### src/lcd_row_pkg.sv
package lcd_row_pkg;

	// ----------------------------------------------------------------
	// Scan chain geometry and drive levels
	// ----------------------------------------------------------------
	localparam int ROW_COUNT = 100;
	localparam int ROW_IDX_W = 7;
	localparam logic [6:0] NO_ROW = 7'h7f;
	localparam logic [1:0] LVL_TOP = 2'h0;
	localparam logic [1:0] LVL_NSEL_HIGH = 2'h1;
	localparam logic [1:0] LVL_NSEL_LOW = 2'h2;
	localparam logic [1:0] LVL_SEL_FAR = 2'h3;

	// ----------------------------------------------------------------
	// Register map (byte addresses) and reset values
	// ----------------------------------------------------------------
	localparam int APB_AW = 8;
	localparam logic [7:0] OFS_CTRL = 8'h00;
	localparam logic [7:0] OFS_STATUS = 8'h04;
	localparam logic [7:0] OFS_ROWSEL = 8'h08;
	localparam logic [7:0] OFS_LOG = 8'h0c;
	localparam logic [7:0] OFS_DROPS = 8'h10;
	localparam logic [1:0] CTRL_RESET = 2'h0;
	localparam int CTRL_BLANK_BIT = 0;
	localparam int CTRL_LOG_BIT = 1;
	localparam logic [15:0] DROPS_RESET = 16'h0000;
	localparam logic [5:0] PINS_RESET = 6'h00;

	// ----------------------------------------------------------------
	// Scan log buffer
	// ----------------------------------------------------------------
	localparam int FIFO_WIDTH = 32;
	localparam int FIFO_DEPTH = 16;

	typedef logic [1:0] level_t;

	// Pin inputs, synchronised as one bundle
	typedef struct packed {
		logic scl;
		logic blank_n;
		logic dir;
		logic pol;
		logic a_in;
		logic b_in;
	} pins_t;

	// One scan log entry, written after each shift while the log bit is set and the buffer has room
	typedef struct packed {
		logic [20:0] reserved;
		logic dir;
		logic pol;
		logic blanked;
		logic sel_valid;
		logic [6:0] row_idx;
	} log_word_t;

endpackage

### src/lcd_row_scan_driver.sv
`timescale 1ns/1ps
module lcd_row_scan_driver
	import lcd_row_pkg::*;
(
	input wire logic clk,
	input wire logic resetn,
	// Row scan pins
	input wire logic row_shift_clock,
	input wire logic blank_n,
	input wire logic shift_dir_sel,
	input wire logic ac_polarity,
	input wire logic serial_io_a_in,
	output logic serial_io_a_out,
	output logic serial_io_a_oe,
	input wire logic serial_io_b_in,
	output logic serial_io_b_out,
	output logic serial_io_b_oe,
	output level_t [ROW_COUNT-1:0] row_outputs,
	// APB slave
	input wire logic [APB_AW-1:0] paddr,
	input wire logic psel,
	input wire logic penable,
	input wire logic pwrite,
	input wire logic [31:0] pwdata,
	input wire logic [3:0] pstrb,
	output logic [31:0] prdata,
	output logic pready,
	output logic pslverr
);

	// ----------------------------------------------------------------
	// Decode helpers
	// ----------------------------------------------------------------

	// Lowest selected row, or NO_ROW when the chain is empty
	function automatic logic [ROW_IDX_W-1:0] first_set(input logic [ROW_COUNT-1:0] v);
		logic [ROW_IDX_W-1:0] idx;
		idx = NO_ROW;
		for (int i = ROW_COUNT - 1; i >= 0; i--) begin
			if (v[i]) begin
				idx = ROW_IDX_W'(i);
			end
		end
		return idx;
	endfunction

	// Drive level of one row from its stage, polarity and blanking
	function automatic level_t level_of(input logic stage, input logic pol, input logic blank);
		level_t lv;
		lv = LVL_TOP;
		if (blank) begin
			lv = LVL_TOP;
		end else if (stage) begin
			lv = pol ? LVL_SEL_FAR : LVL_TOP;
		end else begin
			lv = pol ? LVL_NSEL_HIGH : LVL_NSEL_LOW;
		end
		return lv;
	endfunction

	// Register address recognised by the slave
	function automatic logic is_mapped(input logic [APB_AW-1:0] a);
		return (a == OFS_CTRL) || (a == OFS_STATUS) || (a == OFS_ROWSEL) ||
			(a == OFS_LOG) || (a == OFS_DROPS);
	endfunction

	// ----------------------------------------------------------------
	// Pin synchronisers
	// ----------------------------------------------------------------
	pins_t pins_raw;
	pins_t pins_s;
	logic scl_d_reg;
	logic fall_evt;
	logic blanked;

	assign pins_raw = '{scl: row_shift_clock, blank_n: blank_n, dir: shift_dir_sel,
		pol: ac_polarity, a_in: serial_io_a_in, b_in: serial_io_b_in};

	// Every pin crosses two flops before any logic sees it
	pin_sync #(
		.WIDTH(6)
	) u_sync (
		.clk(clk),
		.resetn(resetn),
		.async_in(pins_raw),
		.sync_out(pins_s)
	);

	// Falling edge of the synchronised shift clock
	always_ff @(posedge clk or negedge resetn) begin
		if (!resetn) begin
			scl_d_reg <= 1'b0;
		end else begin
			scl_d_reg <= pins_s.scl;
		end
	end

	assign fall_evt = scl_d_reg && !pins_s.scl;

	// ----------------------------------------------------------------
	// Control register
	// ----------------------------------------------------------------
	logic [1:0] ctrl_reg;
	logic [15:0] drops_reg;

	// Software blank adds to the pin; it cannot cancel it
	assign blanked = !pins_s.blank_n || ctrl_reg[CTRL_BLANK_BIT];

	// ----------------------------------------------------------------
	// Shift chain
	// ----------------------------------------------------------------
	logic [ROW_COUNT-1:0] stage_reg;
	logic [ROW_COUNT-1:0] stage_next;

	// Data and clock are synchronised together, so their skew stays put
	always_comb begin
		stage_next = stage_reg;
		if (blanked) begin
			stage_next = '0;
		end else if (fall_evt) begin
			if (pins_s.dir) begin
				stage_next = {pins_s.b_in, stage_reg[ROW_COUNT-1:1]};
			end else begin
				stage_next = {stage_reg[ROW_COUNT-2:0], pins_s.a_in};
			end
		end
	end

	// One stage per row, moved on a shift edge and cleared while blanked
	always_ff @(posedge clk or negedge resetn) begin
		if (!resetn) begin
			stage_reg <= '0;
		end else begin
			stage_reg <= stage_next;
		end
	end

	// Serial out follows the far stage; clearing by blank is the only other change
	always_ff @(posedge clk or negedge resetn) begin
		if (!resetn) begin
			serial_io_a_out <= 1'b0;
			serial_io_b_out <= 1'b0;
		end else if (blanked) begin
			serial_io_a_out <= 1'b0;
			serial_io_b_out <= 1'b0;
		end else if (fall_evt) begin
			serial_io_a_out <= stage_next[0];
			serial_io_b_out <= stage_next[ROW_COUNT-1];
		end
	end

	// Pin roles follow the direction select
	always_ff @(posedge clk or negedge resetn) begin
		if (!resetn) begin
			serial_io_a_oe <= 1'b0;
			serial_io_b_oe <= 1'b0;
		end else begin
			serial_io_a_oe <= pins_s.dir;
			serial_io_b_oe <= !pins_s.dir;
		end
	end

	// ----------------------------------------------------------------
	// Row drive levels
	// ----------------------------------------------------------------
	// Stages move on shift edges and clear while blanked; levels follow them one cycle later
	generate
		for (genvar r = 0; r < ROW_COUNT; r++) begin : g_row
			always_ff @(posedge clk or negedge resetn) begin
				if (!resetn) begin
					row_outputs[r] <= LVL_TOP;
				end else begin
					row_outputs[r] <= level_of(stage_reg[r], pins_s.pol, blanked);
				end
			end
		end
	endgenerate

	// ----------------------------------------------------------------
	// Scan log
	// ----------------------------------------------------------------
	logic push_pend_reg;
	logic log_ready;
	logic log_valid;
	logic log_pop;
	log_word_t log_in;
	logic [FIFO_WIDTH-1:0] log_out;
	logic [4:0] log_level;
	logic [ROW_IDX_W-1:0] sel_idx;

	assign sel_idx = first_set(stage_reg);

	// Entry is built one cycle after the shift, from the moved chain
	always_ff @(posedge clk or negedge resetn) begin
		if (!resetn) begin
			push_pend_reg <= 1'b0;
		end else begin
			push_pend_reg <= fall_evt && ctrl_reg[CTRL_LOG_BIT];
		end
	end

	always_comb begin
		log_in = '0;
		log_in.dir = pins_s.dir;
		log_in.pol = pins_s.pol;
		log_in.blanked = blanked;
		log_in.sel_valid = (sel_idx != NO_ROW);
		log_in.row_idx = sel_idx;
	end

	log_fifo #(
		.WIDTH(FIFO_WIDTH),
		.DEPTH(FIFO_DEPTH)
	) u_log (
		.clk(clk),
		.resetn(resetn),
		.in_valid(push_pend_reg),
		.in_ready(log_ready),
		.in_data(log_in),
		.out_valid(log_valid),
		.out_ready(log_pop),
		.out_data(log_out),
		.level(log_level)
	);

	// ----------------------------------------------------------------
	// APB slave
	// ----------------------------------------------------------------
	typedef enum logic {APB_IDLE, APB_DONE} apb_state_t;
	apb_state_t apb_state_reg;
	logic apb_take;
	logic apb_commit;
	logic [31:0] rd_value;

	// Access is taken in its first cycle and answered one cycle later
	assign apb_take = (apb_state_reg == APB_IDLE) && psel && penable;
	assign apb_commit = (apb_state_reg == APB_DONE) && psel && penable && pwrite;
	assign log_pop = apb_take && !pwrite && (paddr == OFS_LOG) && log_valid;

	// Read mux; the log word carries its own valid bit in bit 31
	always_comb begin
		rd_value = 32'h0000_0000;
		case (paddr)
			OFS_CTRL: rd_value = {30'h0, ctrl_reg};
			OFS_STATUS: rd_value = {19'h0, log_level, 3'h0, !log_ready, blanked,
				pins_s.pol, pins_s.dir, sel_idx != NO_ROW};
			OFS_ROWSEL: rd_value = {25'h0, sel_idx};
			OFS_LOG: rd_value = log_valid ? {1'b1, log_out[30:0]} : 32'h0000_0000;
			OFS_DROPS: rd_value = {16'h0, drops_reg};
			default: rd_value = 32'h0000_0000;
		endcase
	end

	// Answer handshake; every bus output is a flop
	always_ff @(posedge clk or negedge resetn) begin
		if (!resetn) begin
			apb_state_reg <= APB_IDLE;
			pready <= 1'b0;
			pslverr <= 1'b0;
			prdata <= 32'h0000_0000;
		end else begin
			case (apb_state_reg)
				APB_IDLE: begin
					if (apb_take) begin
						apb_state_reg <= APB_DONE;
						pready <= 1'b1;
						pslverr <= !is_mapped(paddr);
						prdata <= pwrite ? 32'h0000_0000 : rd_value;
					end
				end
				APB_DONE: begin
					apb_state_reg <= APB_IDLE;
					pready <= 1'b0;
					pslverr <= 1'b0;
				end
				default: begin
					apb_state_reg <= APB_IDLE;
					pready <= 1'b0;
				end
			endcase
		end
	end

	// Control write lands on the edge that completes the transfer
	always_ff @(posedge clk or negedge resetn) begin
		if (!resetn) begin
			ctrl_reg <= CTRL_RESET;
		end else if (apb_commit && (paddr == OFS_CTRL) && pstrb[0]) begin
			ctrl_reg <= pwdata[1:0];
		end
	end

	// Lost log entries; a new loss wins over a clearing write
	always_ff @(posedge clk or negedge resetn) begin
		if (!resetn) begin
			drops_reg <= DROPS_RESET;
		end else if (push_pend_reg && !log_ready) begin
			if (apb_commit && (paddr == OFS_DROPS)) begin
				drops_reg <= 16'h0001;
			end else if (drops_reg != 16'hffff) begin
				drops_reg <= drops_reg + 16'h0001;
			end
		end else if (apb_commit && (paddr == OFS_DROPS)) begin
			drops_reg <= DROPS_RESET;
		end
	end

	// ----------------------------------------------------------------
	// Checks
	// ----------------------------------------------------------------
	chk_shift_fwd: assert property (
		@(posedge clk) disable iff (!resetn)
		fall_evt && !blanked && !pins_s.dir |=>
			stage_reg == {$past(stage_reg[ROW_COUNT-2:0]), $past(pins_s.a_in)})
		else $error("forward shift did not take pin a");

	chk_shift_back: assert property (
		@(posedge clk) disable iff (!resetn)
		fall_evt && !blanked && pins_s.dir |=>
			stage_reg == {$past(pins_s.b_in), $past(stage_reg[ROW_COUNT-1:1])})
		else $error("reverse shift did not take pin b");

	chk_stage_hold: assert property (
		@(posedge clk) disable iff (!resetn)
		!fall_evt && !blanked |=> $stable(stage_reg))
		else $error("chain moved without a shift edge");

	chk_level_cause: assert property (
		@(posedge clk) disable iff (!resetn)
		$changed(row_outputs) |-> ($past(stage_reg) != $past(stage_reg, 2)) ||
			($past(pins_s.pol) != $past(pins_s.pol, 2)) || ($past(blanked) != $past(blanked, 2)))
		else $error("row level changed without cause");

	chk_serial_out: assert property (
		@(posedge clk) disable iff (!resetn)
		$changed(serial_io_b_out) |-> $past(fall_evt) || $past(blanked))
		else $error("serial out changed off a shift edge");

	chk_pin_roles: assert property (
		@(posedge clk) disable iff (!resetn)
		$past(resetn) |-> (serial_io_a_oe == $past(pins_s.dir)) && (serial_io_b_oe != serial_io_a_oe))
		else $error("serial pin roles do not follow select");

	chk_blank_all: assert property (
		@(posedge clk) disable iff (!resetn)
		blanked [*2] |-> stage_reg == '0 && row_outputs == '0)
		else $error("blanking did not clear rows");

	chk_select_far: assert property (
		@(posedge clk) disable iff (!resetn)
		!blanked && stage_reg[0] && pins_s.pol |=> row_outputs[0] == LVL_SEL_FAR)
		else $error("selected row not at far level");

	chk_nonsel_low: assert property (
		@(posedge clk) disable iff (!resetn)
		!blanked && !stage_reg[ROW_COUNT-1] && !pins_s.pol |=> row_outputs[ROW_COUNT-1] == LVL_NSEL_LOW)
		else $error("idle row not at lower non-select level");

	chk_apb_answer: assert property (
		@(posedge clk) disable iff (!resetn)
		apb_take |=> pready ##1 !pready)
		else $error("bus answer not one cycle after take");

endmodule // lcd_row_scan_driver

### src/log_fifo.sv
`timescale 1ns/1ps
module log_fifo
	import lcd_row_pkg::*;
#(
	parameter int WIDTH = 32,
	parameter int DEPTH = 16
) (
	input wire logic clk,
	input wire logic resetn,
	input wire logic in_valid,
	output logic in_ready,
	input wire logic [WIDTH-1:0] in_data,
	output logic out_valid,
	input wire logic out_ready,
	output logic [WIDTH-1:0] out_data,
	output logic [$clog2(DEPTH):0] level
);

	localparam int PW = $clog2(DEPTH);

	logic [WIDTH-1:0] mem [DEPTH];
	logic [PW-1:0] wr_reg;
	logic [PW-1:0] rd_reg;
	logic push;
	logic pop;

	// Full and empty come from the true fill count
	assign in_ready = (level != (PW+1)'(DEPTH));
	assign out_valid = (level != '0);
	assign out_data = mem[rd_reg];
	assign push = in_valid && in_ready;
	assign pop = out_valid && out_ready;

	// Storage has no reset, pointers do
	always_ff @(posedge clk) begin
		if (push) begin
			mem[wr_reg] <= in_data;
		end
	end

	// Pointers and fill count
	always_ff @(posedge clk or negedge resetn) begin
		if (!resetn) begin
			wr_reg <= '0;
			rd_reg <= '0;
			level <= '0;
		end else begin
			if (push) begin
				wr_reg <= wr_reg + 1'b1;
			end
			if (pop) begin
				rd_reg <= rd_reg + 1'b1;
			end
			if (push && !pop) begin
				level <= level + 1'b1;
			end else if (pop && !push) begin
				level <= level - 1'b1;
			end
		end
	end

endmodule // log_fifo

### src/pin_sync.sv
`timescale 1ns/1ps
module pin_sync
	import lcd_row_pkg::*;
#(
	parameter int WIDTH = 6
) (
	input wire logic clk,
	input wire logic resetn,
	input wire logic [WIDTH-1:0] async_in,
	output logic [WIDTH-1:0] sync_out
);

	logic [WIDTH-1:0] meta_reg;

	// Two stages; the first one is read by the second only
	always_ff @(posedge clk or negedge resetn) begin
		if (!resetn) begin
			meta_reg <= '0;
			sync_out <= '0;
		end else begin
			meta_reg <= async_in;
			sync_out <= meta_reg;
		end
	end

endmodule // pin_sync

### config.mk
export PLATFORM = sky130hd
export DESIGN_NAME = lcd_row_scan_driver
export DESIGN_NICKNAME = d
export VERILOG_FILES = /design/src/lcd_row_pkg.sv /design/src/lcd_row_scan_driver.sv /design/src/log_fifo.sv /design/src/pin_sync.sv
export SDC_FILE = /design/constraint.sdc
export NUM_CORES = 1
export LEC_CHECK = 0
export BUFFER_PORTS_ARGS = -buffer_cell sky130_fd_sc_hd__buf_2
export CELL_PAD_IN_SITES_DETAIL_PLACEMENT = 1
export CELL_PAD_IN_SITES_GLOBAL_PLACEMENT = 2
export CORE_UTILIZATION = 41
export DETAILED_ROUTE_END_ITERATION = 6
export GPL_ROUTABILITY_DRIVEN = 0
export MAX_ROUTING_LAYER = met4
export PLACE_DENSITY_LB_ADDON = 0.1
export SLEW_MARGIN = 10
export SYNTH_ARGS = -nofsm -noshare
export SYNTH_HDL_FRONTEND = slang
export SYNTH_SLANG_ARGS = --single-unit
### constraint.sdc
create_clock -name clk -period 7 [get_ports clk]
set_input_delay 1.05 -clock clk [delete_from_list [all_inputs] [get_ports clk]]
set_output_delay 1.05 -clock clk [all_outputs]
set_load 0.01 [all_outputs]
==> flow_summary.ini <==
[run_status]
status = complete, no violations

[global_route]
grt_usage = 0.215
grt_pass1_wl_mm = 82.1
grt_max_degree = 139
antenna_found_initial = 0
first_global_vias = 13600
grt-ovfl-total = 0

[route]
first_pass_iters = 6
final_antenna_net_count = 0
routedWlPerCell_um = 20.9
drt-initial-drc-count = 676
drc = 0
num_vias = 13200
routed_via_density = 5.22
routed_wl_mm = 52.8

[cts]
cts-resized-gates = 0
clockBufferDepth = 3
cts.sinks = 446
post_cts_buffers = 0
root_buffer = clkbuf_16
htreeDepth = 2
cts_made_buffers = 49
cts_hold_buffers = 0
clkLatencyLatePin_ns = 0.59
cts_tree = yes
path_clk_slew_ns = 0.06

[cells_and_area]
layout.cells.non_filler = 2525
drive_gt1_frac = 0.234
final_common_cell = dfrtp_1
final_nets = 1878
largest_reg_flops = 176
area_growth_pct = 12.1
mostFrequentLayoutCells = dfrtp_1, buf_2, nor2_1
num_antenna_cells = 0

[timing]
fmax_ghz = 0.252
finalCriticalPeriod_ns = 3.96
max_slew_margin = 0.244
rsz0062_at_grt = no
tightest_slew_ns = 1.13
skew_ns = 0.0200
tns_ns = 0
drv_slew = 0
post-route-period-util = 0.566
setup_viol = 0
finalHoldViolations = 0

[critical_path]
critPathArrivalTime_ns = 4.43
worst_ep_required_time_ns = 7.47
critical_path_class = in -> reg
r2r_slack_ns = 3.23
r2r_end = prdata[0]
cp-startpoint = paddr[0]
r2r_cells = 6
critical_path.endpoint_type = register
start_kind = input pin
crit-reg2reg-launch = stage_reg[1]
cp_max_fo = 12
crit_end = u_log.level[4]

[floorplanning]
fp-row-count = 82
die_h_um = 227
io_pins = 293
initial_core_util = 0.415
coreArea_mm2 = 0.0500
die_area_mm2 = 0.0514
die_w_um = 227

[synthesis]
synth-edff-count = 176
synth-seq-cells = 446
avgSynthCellArea_um2 = 11.8
synthFlopType = dfrtp_1
ys_async_sr_fraction = 0.605
yosys_warnings = 0
ys_types = 72
synth_seq_area_share = 0.581
syn-cell-area_mm2 = 0.0207
synth_cells = 1752

[placed_design]
io_buffers = 244
placed_cells = 2433
dp_hpwl_mm = 33.8

[min_path]
hp-class = reg -> reg

[power]
worst_ir_drop_vdd_v = 0.000153
p_per_area_mw_per_mm2 = 244
leakagePower_nw = 10.3

[job]
cap_violations = 0
synth_stat cells (5+ instances only):
cell type | n | share of area
xnor2_1 | 8 | 0.0034
nand2_1 | 155 | 0.028
inv_1 | 28 | 0.0051
xor2_1 | 116 | 0.049
ha_1 | 10 | 0.0060
and4_1 | 5 | 0.0021
nand4_1 | 7 | 0.0021
nand3_1 | 12 | 0.0029
or4_1 | 8 | 0.0029
a211oi_1 | 5 | 0.0018
a21o_1 | 6 | 0.0022
o21ai_1 | 13 | 0.0031
buf_1 | 21 | 0.0038
a31oi_1 | 9 | 0.0027
a222oi_1 | 9 | 0.0043
clkbuf_1 | 131 | 0.024
nand2b_1 | 7 | 0.0021
a21oi_1 | 28 | 0.0068
nor2_1 | 182 | 0.033
nor3_1 | 25 | 0.0060
o21ai_0 | 117 | 0.028
buf_2 | 9 | 0.0022
mux2i_1 | 107 | 0.052
nor4_1 | 27 | 0.0082
o31ai_1 | 8 | 0.0029
edfxtp_1 | 176 | 0.26
nor2b_1 | 7 | 0.0021
mux4_2 | 51 | 0.055
o211ai_1 | 6 | 0.0022
dfrtp_1 | 270 | 0.33
buf_4 | 114 | 0.041
critical path: stages:
cell and delay, ns:
buf_2 0.10, or4_4 0.55, nor3_2 0.33, o2111a_1 0.59, and2_1 0.33, inv_1 0.09
ha_1 0.23, inv_1 0.14, ha_1 0.29, a21o_1 0.19, a21oi_1 0.18, xnor2_1 0.14
nor2_1 0.07, xor2_1 0.14
per-layer routing:
layer  share of wire  GRT usage
met1            0.45      0.288
met2            0.49      0.343
met3           0.036     0.0334
met4           0.020     0.0523
met5               0          -
logic make-up after synthesis:
group / after synthesis / synth area share
adder cells (fa/ha/maj): 11 / 0.00700
XOR/XNOR: 124 / 0.0524
multiplexers: 163 / 0.110
AO/OA/AOI/OAI: 233 / 0.0690
flip-flops: 446 / 0.581
other: 1 / 0.000181
AND/OR/NAND/NOR: 466 / 0.102
buffers and inverters: 308 / 0.0781
worst min path at each step:
stage	start	endpoint	slack [ns]	cells past startpoint
global placement	u_sync.meta_reg[0]	u_sync.sync_out[0]	0.33	0
detailed placement	u_sync.meta_reg[2]	u_sync.sync_out[2]	0.34	0
CTS	u_sync.meta_reg[2]	u_sync.sync_out[2]	0.35	0
finish	u_sync.meta_reg[1]	u_sync.sync_out[1]	0.35	0
floorplan	u_sync.meta_reg[0]	u_sync.sync_out[0]	0.33	0
global route	u_sync.meta_reg[4]	u_sync.sync_out[4]	0.35	0
where the power goes:
part	internal (mW)	switching (mW)	total [mW]
clock	1.50	1.08	2.59
combinational	0.0894	0.197	0.286
sequential	2.76	0.0279	2.79
metrics by stage:
stage                     power, mW  hold slack (ns)  utilization  setup WS (ns)  cell area, µm²
final                          5.66            0.349        0.465           3.04           23200
after CTS                      5.74            0.351        0.465           3.05           23200
after detailed placement       3.13            0.336        0.433           2.43           21600
after floorplan                3.03            0.331            -           3.17           20800
after global placement         3.13            0.334        0.433           2.50           21600
after global routing           5.87            0.353        0.465           2.88           23200
final cells by class:
| class | count | area (µm²) |
|---|---|---|
| multi-input cells | 1012 | 7160 |
| flip-flops and latches | 446 | 12100 |
| well taps | 672 | 841 |
| clock inverters | 34 | 315 |
| inverters | 30 | 113 |
| fillers | 5376 | 26700 |
| clock buffers | 58 | 1290 |
| repair buffers | 273 | 1460 |
Power figures use the tool's default switching activity.
